## config.mk

```make
export PLATFORM = sky130hd
export DESIGN_NAME = apcp_port
export DESIGN_NICKNAME = d
export VERILOG_FILES = /design/src/rtl/apcp_pkg.sv /design/src/rtl/apcp_port.sv
export SDC_FILE = /design/constraint.sdc
export NUM_CORES = 1
export LEC_CHECK = 0
export ABC_CLOCK_PERIOD_IN_PS = 3050
export BUFFER_PORTS_ARGS = -buffer_cell sky130_fd_sc_hd__clkbuf_2
export CORE_UTILIZATION = 40
export DETAILED_ROUTE_END_ITERATION = 8
export SKIP_CTS_REPAIR_TIMING = 1
export SYNTH_ARGS = -nofsm -noshare
export SYNTH_HDL_FRONTEND = slang
export SYNTH_SLANG_ARGS = --single-unit
```

## constraint.sdc

```tcl
create_clock -name i_mclk -period 3.05 [get_ports i_mclk]
set_input_delay 0 -clock i_mclk [delete_from_list [all_inputs] [get_ports i_mclk]]
set_output_delay 0 -clock i_mclk [all_outputs]
set_load 0.01 [all_outputs]
```

## src/rtl/apcp_pkg.sv

```systemverilog
// Constants and carrier types for the asynchronous peripheral configuration port
// Functional notes
// - Byte taken at trailing edge of write condition
// - Busy goes low once byte is buffered
// - Surplus data shifted out on daisy output
// - Busy released when buffer hands byte over
// - Ready pin undriven before init goes high
// - Busy up to two periods if shifter empty
// - Busy up to nine periods if shifter full
// - Final byte shifts seven bits, holds bit six
// - Status read drives status onto data bus
// - Status bit seven ready, others high
// - Start-up completes within one final byte
// - Missing final byte leaves start-up incomplete
// - Port selected by mode pattern 101
// - Power-on reset lasts ten to thirty-three ms
package apcp_pkg;
    // ------------------------------------------------------------------
    // Constants
    // ------------------------------------------------------------------
    localparam logic [2:0]  MODE_ASYNC_PERIPH = 3'h5;
    localparam int          CLK_PERIOD_NS     = 10;
    localparam int          POR_MIN_MS        = 10;
    localparam int          POR_CYCLES        = POR_MIN_MS * 1000000 / CLK_PERIOD_NS;
    localparam int          CONFIG_CLOCK_DIV          = 8;      // Config clock = 8 system cycles
    localparam logic [3:0]  BITS_FULL         = 4'h8;
    localparam logic [3:0]  BITS_LAST         = 4'h7;
    localparam logic [7:0]  STATUS_FILL       = 8'h7F;
    localparam logic [1:0]  BUF_DEPTH         = 2'h2;

    // ------------------------------------------------------------------
    // Types
    // ------------------------------------------------------------------
    typedef struct packed {
        logic [7:0] data;
        logic       last;
    } apcp_word_type;

    typedef struct packed {
        logic [7:0] data;
        logic [7:0] oe;
    } apcp_bus_type;
endpackage

```

## src/rtl/apcp_port.sv

```systemverilog
// Asynchronous peripheral configuration port: write buffer, serialiser, status read
`timescale 1ns/100ps
module apcp_port #(
    parameter int POR_CYC = apcp_pkg::POR_CYCLES
) (
    input  wire logic       i_mclk,
    input  wire logic       i_rst_n,
    input  wire logic [2:0] i_config_mode_pins,
    input  wire logic       i_init,
    input  wire logic       i_write_strobe_n,
    input  wire logic       i_read_strobe_n,
    input  wire logic       i_chip_select_low_active,
    input  wire logic       i_chip_select_high_active,
    input  wire logic [7:0] i_data,
    input  wire logic       i_last_byte,
    input  wire logic       i_dout_ready,
    output logic      [7:0] o_data,
    output logic      [7:0] o_data_oe,
    output logic            o_rdy_busy,
    output logic            o_rdy_busy_oe,
    output logic            o_config_clock,
    output logic            o_dout,
    output logic            o_dout_valid,
    output logic            o_startup_done
);
    // ------------------------------------------------------------------
    // Bus decode
    // ------------------------------------------------------------------
    logic sel_mode;
    logic wr_cond;
    logic rd_cond;
    assign sel_mode = (i_config_mode_pins == apcp_pkg::MODE_ASYNC_PERIPH);
    assign wr_cond  = sel_mode & ~i_write_strobe_n & ~i_chip_select_low_active
                    & i_read_strobe_n & i_chip_select_high_active;
    assign rd_cond  = sel_mode & ~i_read_strobe_n & ~i_chip_select_low_active
                    & i_write_strobe_n & i_chip_select_high_active;

    // ------------------------------------------------------------------
    // State
    // ------------------------------------------------------------------
    logic                  wr_d_r, wr_d_nxt;
    logic [31:0]           por_r, por_nxt;
    logic                  por_done_r, por_done_nxt;
    apcp_pkg::apcp_word_type buf_r [2];
    apcp_pkg::apcp_word_type buf_nxt [2];
    logic [1:0]            cnt_r, cnt_nxt;
    logic [7:0]            sh_r, sh_nxt;
    logic [3:0]            left_r, left_nxt;
    logic                  sh_last_r, sh_last_nxt;
    logic [2:0]            div_r, div_nxt;
    logic                  config_clock_r, config_clock_nxt;
    logic                  dout_r, dout_nxt;
    logic                  dv_r, dv_nxt;
    logic                  rdy_r, rdy_nxt;
    logic                  rdy_oe_r, rdy_oe_nxt;
    logic                  done_r, done_nxt;
    logic                  config_clock_pin_r, config_clock_pin_nxt;
    logic [7:0]            wdat_r, wdat_nxt;
    logic                  wlast_r, wlast_nxt;
    apcp_pkg::apcp_bus_type bus_r, bus_nxt;
    logic                  tick;
    logic                  take;
    logic                  load;

    // Write is taken when the condition falls, never while held
    assign take = wr_d_r & ~wr_cond & sel_mode & por_done_r & i_init;
    assign tick = (div_r == 3'(apcp_pkg::CONFIG_CLOCK_DIV / 2 - 1));
    // Serialiser reloads on a falling config clock edge only
    assign load = tick & config_clock_r & (left_r == 4'h0) & (cnt_r != 2'h0);

    // ------------------------------------------------------------------
    // Next state
    // ------------------------------------------------------------------
    always_comb begin
        wr_d_nxt     = wr_cond;
        por_nxt      = por_r;
        por_done_nxt = por_done_r;
        buf_nxt      = buf_r;
        cnt_nxt      = cnt_r;
        sh_nxt       = sh_r;
        left_nxt     = left_r;
        sh_last_nxt  = sh_last_r;
        div_nxt      = tick ? 3'h0 : div_r + 3'h1;
        config_clock_nxt     = tick ? ~config_clock_r : config_clock_r;
        dout_nxt     = dout_r;
        dv_nxt       = dv_r;
        done_nxt     = done_r;
        // Hold the byte while the write condition stands; the host may drop it at release
        wdat_nxt     = wr_cond ? i_data : wdat_r;
        wlast_nxt    = wr_cond ? i_last_byte : wlast_r;
        // Power-on wait before any write is accepted; status reads are answered during it
        if (!por_done_r) begin
            por_nxt = por_r + 32'h0000_0001;
            if (por_r >= 32'(POR_CYC - 1)) begin
                por_done_nxt = 1'b1;
            end
        end
        // Two-entry buffer, entry 0 is the head
        if (load) begin
            sh_nxt      = buf_r[0].data;
            sh_last_nxt = buf_r[0].last;
            left_nxt    = buf_r[0].last ? apcp_pkg::BITS_LAST : apcp_pkg::BITS_FULL;
            buf_nxt[0]  = buf_r[1];
            cnt_nxt     = cnt_r - 2'h1;
        end
        if (take && cnt_nxt != apcp_pkg::BUF_DEPTH) begin
            buf_nxt[cnt_nxt[0]].data = wdat_r;
            buf_nxt[cnt_nxt[0]].last = wlast_r;
            cnt_nxt                  = cnt_nxt + 2'h1;
        end
        // Valid drops on a config clock fall that shifts nothing, so a pause repeats no bit
        if (tick && config_clock_r) begin
            dv_nxt = 1'b0;
        end
        // Shift on falling config clock edge, bit 0 first, stall while receiver not ready
        if (tick && config_clock_r && left_r != 4'h0 && !load && i_dout_ready) begin
            dout_nxt = sh_r[0];
            dv_nxt   = 1'b1;
            sh_nxt   = {1'b0, sh_r[7:1]};
            left_nxt = left_r - 4'h1;
        end
        // Final byte stops on bit six; start-up ends at the rise that clocks it
        if (tick && !config_clock_r && left_r == 4'h0 && sh_last_r) begin
            done_nxt = 1'b1;
        end
        // Ready once the buffer is empty; busy right after a take
        rdy_nxt    = (cnt_nxt == 2'h0) & ~take;
        rdy_oe_nxt = i_init & por_done_r;
        bus_nxt.data = rd_cond ? (apcp_pkg::STATUS_FILL | {rdy_r, 7'h00}) : 8'h00;
        bus_nxt.oe   = rd_cond ? 8'hFF : 8'h00;
        // Pin copy of the config clock, parked high once start-up is done
        config_clock_pin_nxt = config_clock_nxt | done_nxt;
    end

    // ------------------------------------------------------------------
    // Registers
    // ------------------------------------------------------------------
    always_ff @(posedge i_mclk or negedge i_rst_n) begin
        if (!i_rst_n) begin
            wr_d_r     <= 1'b0;
            por_r      <= 32'h0000_0000;
            por_done_r <= 1'b0;
            buf_r[0]   <= '0;
            buf_r[1]   <= '0;
            cnt_r      <= 2'h0;
            sh_r       <= 8'h00;
            left_r     <= 4'h0;
            sh_last_r  <= 1'b0;
            div_r      <= 3'h0;
            config_clock_r     <= 1'b0;
            dout_r     <= 1'b0;
            dv_r       <= 1'b0;
            rdy_r      <= 1'b1;
            rdy_oe_r   <= 1'b0;
            done_r     <= 1'b0;
            config_clock_pin_r <= 1'b0;
            wdat_r     <= 8'h00;
            wlast_r    <= 1'b0;
            bus_r      <= '0;
        end else begin
            wr_d_r     <= wr_d_nxt;
            por_r      <= por_nxt;
            por_done_r <= por_done_nxt;
            buf_r      <= buf_nxt;
            cnt_r      <= cnt_nxt;
            sh_r       <= sh_nxt;
            left_r     <= left_nxt;
            sh_last_r  <= sh_last_nxt;
            div_r      <= div_nxt;
            config_clock_r     <= config_clock_nxt;
            dout_r     <= dout_nxt;
            dv_r       <= dv_nxt;
            rdy_r      <= rdy_nxt;
            rdy_oe_r   <= rdy_oe_nxt;
            done_r     <= done_nxt;
            config_clock_pin_r <= config_clock_pin_nxt;
            wdat_r     <= wdat_nxt;
            wlast_r    <= wlast_nxt;
            bus_r      <= bus_nxt;
        end
    end

    // Config clock parks high after the final byte
    assign o_config_clock = config_clock_pin_r;
    assign o_dout         = dout_r;
    assign o_dout_valid   = dv_r;
    assign o_rdy_busy     = rdy_r;
    assign o_rdy_busy_oe  = rdy_oe_r;
    assign o_startup_done = done_r;
    assign o_data         = bus_r.data;
    assign o_data_oe      = bus_r.oe;

    // ------------------------------------------------------------------
    // Assertions
    // ------------------------------------------------------------------
    property p_busy_after_take;
        @(posedge i_mclk) disable iff (!i_rst_n) take |=> !o_rdy_busy;
    endproperty
    a_busy_after_take: assert property (p_busy_after_take) else $error("no busy after write");

    property p_ready_free;
        @(posedge i_mclk) disable iff (!i_rst_n) (cnt_r == 2'h0 && !take) |=> o_rdy_busy;
    endproperty
    a_ready_free: assert property (p_ready_free) else $error("ready not restored");

    property p_no_drive_pre_init;
        @(posedge i_mclk) disable iff (!i_rst_n) !i_init |=> !o_rdy_busy_oe;
    endproperty
    a_no_drive_pre_init: assert property (p_no_drive_pre_init) else $error("driven before init");

    property p_busy_short;
        @(posedge i_mclk) disable iff (!i_rst_n)
            (take && cnt_r == 2'h0 && left_r == 4'h0) |-> ##[1:16] o_rdy_busy;
    endproperty
    a_busy_short: assert property (p_busy_short) else $error("busy too long, empty shifter");

    property p_busy_long;
        // A stalled receiver holds the shifter, so no bound applies then
        @(posedge i_mclk) disable iff (!i_rst_n || !i_dout_ready)
            (take && cnt_r == 2'h0) |-> ##[1:72] o_rdy_busy;
    endproperty
    a_busy_long: assert property (p_busy_long) else $error("busy beyond nine periods");

    property p_status;
        @(posedge i_mclk) disable iff (!i_rst_n)
            rd_cond |=> (o_data[6:0] == 7'h7F && o_data[7] == $past(rdy_r) && o_data_oe == 8'hFF);
    endproperty
    a_status: assert property (p_status) else $error("bad status value");

    property p_bus_idle;
        @(posedge i_mclk) disable iff (!i_rst_n) !rd_cond |=> o_data_oe == 8'h00;
    endproperty
    a_bus_idle: assert property (p_bus_idle) else $error("bus driven outside read");

    property p_park_high;
        @(posedge i_mclk) disable iff (!i_rst_n) done_r |-> o_config_clock && $stable(o_dout);
    endproperty
    a_park_high: assert property (p_park_high) else $error("clock not parked");

    property p_mode_gate;
        @(posedge i_mclk) disable iff (!i_rst_n) !sel_mode |-> !take;
    endproperty
    a_mode_gate: assert property (p_mode_gate) else $error("write taken in wrong mode");

    c_take:   cover property (@(posedge i_mclk) disable iff (!i_rst_n) take);
    c_full:   cover property (@(posedge i_mclk) disable iff (!i_rst_n) cnt_r == 2'h2);
    c_read:   cover property (@(posedge i_mclk) disable iff (!i_rst_n) rd_cond && !rdy_r);
    c_done:   cover property (@(posedge i_mclk) disable iff (!i_rst_n) $rose(done_r));
endmodule

```

==> results by group <==
Clock network
  – Clock root buffer: clkbuf_8
  – CTS tree: done
  – Clock buffer depth: 2
  – Number of buffers created by CTS: 9
  – H-tree Lvls: 3
  – Sinks on the clock net: 88
  – Worst skew pair latency: 0.35 ns
  – Clk slew on worst S/H paths: 0.09 ns

Power
  – Pwr Total: 2.071 mW
  – Worst vdd ir: 313.2 uV
  – Internal: 1.599 mW
  – Clock power share: 0.346
  – Combinational Power Share: 0.057
  – P_sw: 0.4719 mW
  – Leak: 2.249 nW
  – Sequential Power Share: 0.597
  – Sw Ratio: 0.2278
  – Power Dens Cells: 445.8 mW/mm2

Cells and area
  – Layout area overhead: 14.81%
  – Layout cells sized above 1: 0.3067
  – Final std cells w/o fill: 521
  – Core Util, Final: 0.4754
  – Filler Cell Count: 923
  – # diodes: 0
  – FF+latch area: 0.002203 mm2
  – Multi-input gate area: 0.001654 mm2
  – Final Net Count: 413

Critical path
  – CP bufs+invs: 2
  – Critical Path RT: 3.28 ns
  – CP Capture Type: register
  – CP cell instances: ha_1, nor2b_2, ha_2, nand2b_2, or3_4, nand2_2, inv_1, ha_1, nand4b_1, a211oi_4, ha_2, buf_12, mux2_2
  – R2R setup slack: 0.1 ns
  – CP max FO: 9
  – CP max-delay cell: or3_4
  – Crit path largest cell delay: 0.39 ns
  – Arrival time worst endpoint: 3.18 ns
  – Setup Crit Path Kind: register to register
  – Worst Setup Start Kind: register
  – CP delay by family, top: simple AND/OR/NAND/NOR gates

Timing
  – Fmax: 0.3386 GHz
  – Worst-Margin Slew: 1.083 ns
  – Pins Over Slew Limit: 0
  – WHS: 0.03515 ns
  – Final min period: 2.953 ns
  – Fin crit share: 0.9682
  – Skew final: 0.008756 ns
  – Hold Vio Cnt, Final: 0
  – Final setup viols: 0
  – Max transition margin: 0.2782

Yosys
  – Netlist cell types: 49
  – Sequential cell area fraction in the yosys report: 0.5444
  – Most common cell in the synthesized netlist: dfrtp_1
  – Main synth FF type: dfrtp_1
  – Post-Synthesis Cells: 335
  – Synth top area share: 0.5379
  – Area leader, netlist: dfrtp_1
  – Mean post-synth cell area: 12.08 um2
  – Post-synth ARST share: 1.000
  – Synth top area cells: dfrtp_1, mux2_2, xnor2_1
  – Syn_nets: 364
  – EDFF count, synth: 0
  – Yosys reg bits: 88
  – Cell Area, Synth: 0.004048 mm2
  – Yosys Warn Count: 0
  – Commonest cells post-synth: dfrtp_1, mux2_2, xnor2_1, nand2_1

Global routing
  – Grt total ovfl: 0
  – First-pass GRT wire length: 11960 um
  – Largest net degree at the start of global routing: 89
  – Antenna violations before repair: 0
  – GRT Resource Usage Total: 0.1490
  – Number of global-route vias before repair: 2576

Min path
  – Worst hold path type: input port to register

Die
  – Core ar.: 0.009774 mm2
  – # rows: 36
  – Die Y: 102.6 um
  – Die footprint: 0.01053 mm2
  – Io pins: 42
  – Initial Utilization: 0.4141
  – Die Wd: 102.6 um

Detailed routing
  – Total Routed Length: 6920 um
  – Initial detailed-routing violation count: 63
  – Vias per cell: 4.908
  – Vias: 2557
  – First-pass iteration count of the detailed router: 4
  – Antenna Violating Nets Remaining: 0
  – Drt wl/cell: 13.28 um
  – DR DRC count: 0

Placed design
  – Hpwl dp: 4588 um
  – Dpl cells: 491
  – Routability Congestion: 0.7557
  – I/O Buffers: 41

Status
  – Status: finished clean

Job
  – Max-cap violations: 0
placed cells by master, fill, tap and decap left out, types with 2 or more instances in the layout:
cell	instances
nand4b_1	2
and2_1	4
nor2_1	14
nor2b_1	2
buf_4	7
o21ai_1	2
dfrtp_1	87
ha_2	2
nor4_1	4
nor4_4	2
o21ai_0	2
xnor2_1	27
nand4_1	9
clkbuf_8	11
clkbuf_2	40
and3_1	8
o22ai_1	7
nand3_1	11
o211ai_1	3
inv_1	9
clkinv_2	2
ha_1	7
xor2_1	4
nand3b_1	2
nor3_1	13
a21oi_1	2
dlygate4sd3_1	14
or2_2	3
mux2_2	38
nand2_1	23
stage by stage:
step | cell area, um2 | TNS [ns] | setup slack (ns)
2_1_floorplan | 4054 | 0 | 0.009295
3_3_place_gp | 4317 | 0 | 0.1412
3_5_place_dp | 4317 | 0 | 0.05270
4_1_cts | 4489 | 0 | 0.02089
5_1_grt | 4647 | -0.04887 | -0.01244
6_report | 4647 | 0 | 0.09708
cells by family (layout without fill, tap and decap cells):
kind of cell | Yosys count | after routing | synth area share
multiplexers | 39 | 39 | 0.1082
adder cells (fa/ha/maj) | 9 | 9 | 0.02782
buffers and inverters | 34 | 87 | 0.05008
AND/OR/NAND/NOR | 112 | 112 | 0.1629
XOR/XNOR | 31 | 31 | 0.06708
flip-flops | 88 | 88 | 0.5444
AO/OA/AOI/OAI | 22 | 22 | 0.03957
routing by layer:
| metal | vias up | track usage | part of all wire |
|---|---|---|---|
| li1 | 1247 | - | - |
| met1 | 1260 | 0.1865 | 0.45 |
| met2 | 43 | 0.2441 | 0.50 |
| met3 | 7 | 0.04610 | 0.038 |
| met4 | 0 | 0.05165 | 0.012 |
| met5 | - | 0 | 0 |
layout make-up:
class                      instances  area share
sequential                        88      0.4742
inverter                          10    0.008078
clock buffer                      12     0.03339
timing repair buffer              62     0.08885
multi-input combinational        213      0.3560
clock inverter                     3    0.003770
tap                              133     0.03581
power by group through the flow:
stage	Combinational, mW	Clock (mW)	Sequential (mW)
after floorplan	0.0587	0	1.25
after global placement	0.103	0	1.26
after detailed placement	0.108	0	1.26
after CTS	0.108	0.749	1.24
after global routing	0.137	0.798	1.24
final	0.117	0.716	1.24
path summary, 6_finish.rpt:
path                               startpoint               endpoint  cells past startpoint
setup / recovery           div_r[0]$_DFF_PN0_               register                     13
hold / removal               i_write_strobe_n    o_data[7]$_DFF_PN0_                      3
setup reg to reg           div_r[0]$_DFF_PN0_               register                     13
hold reg to reg            div_r[0]$_DFF_PN0_     div_r[0]$_DFF_PN0_                      1
max in group asynchronous             i_rst_n  por_r[21]$_DFFE_PN0N_                      2
min in group asynchronous             i_rst_n     div_r[1]$_DFF_PN0_                      2
worst reg2reg max path, stage by stage, from the launching register on:
cell,delay (ns)
dfrtp_1,0.36
ha_1,0.17
nor2b_2,0.17
ha_2,0.20
nand2b_2,0.07
or3_4,0.39
nand2_2,0.10
inv_1,0.04
ha_1,0.19
nand4b_1,0.21
a211oi_4,0.25
ha_2,0.23
buf_12,0.13
mux2_2,0.33
Power figures use the tool's default switching activity.
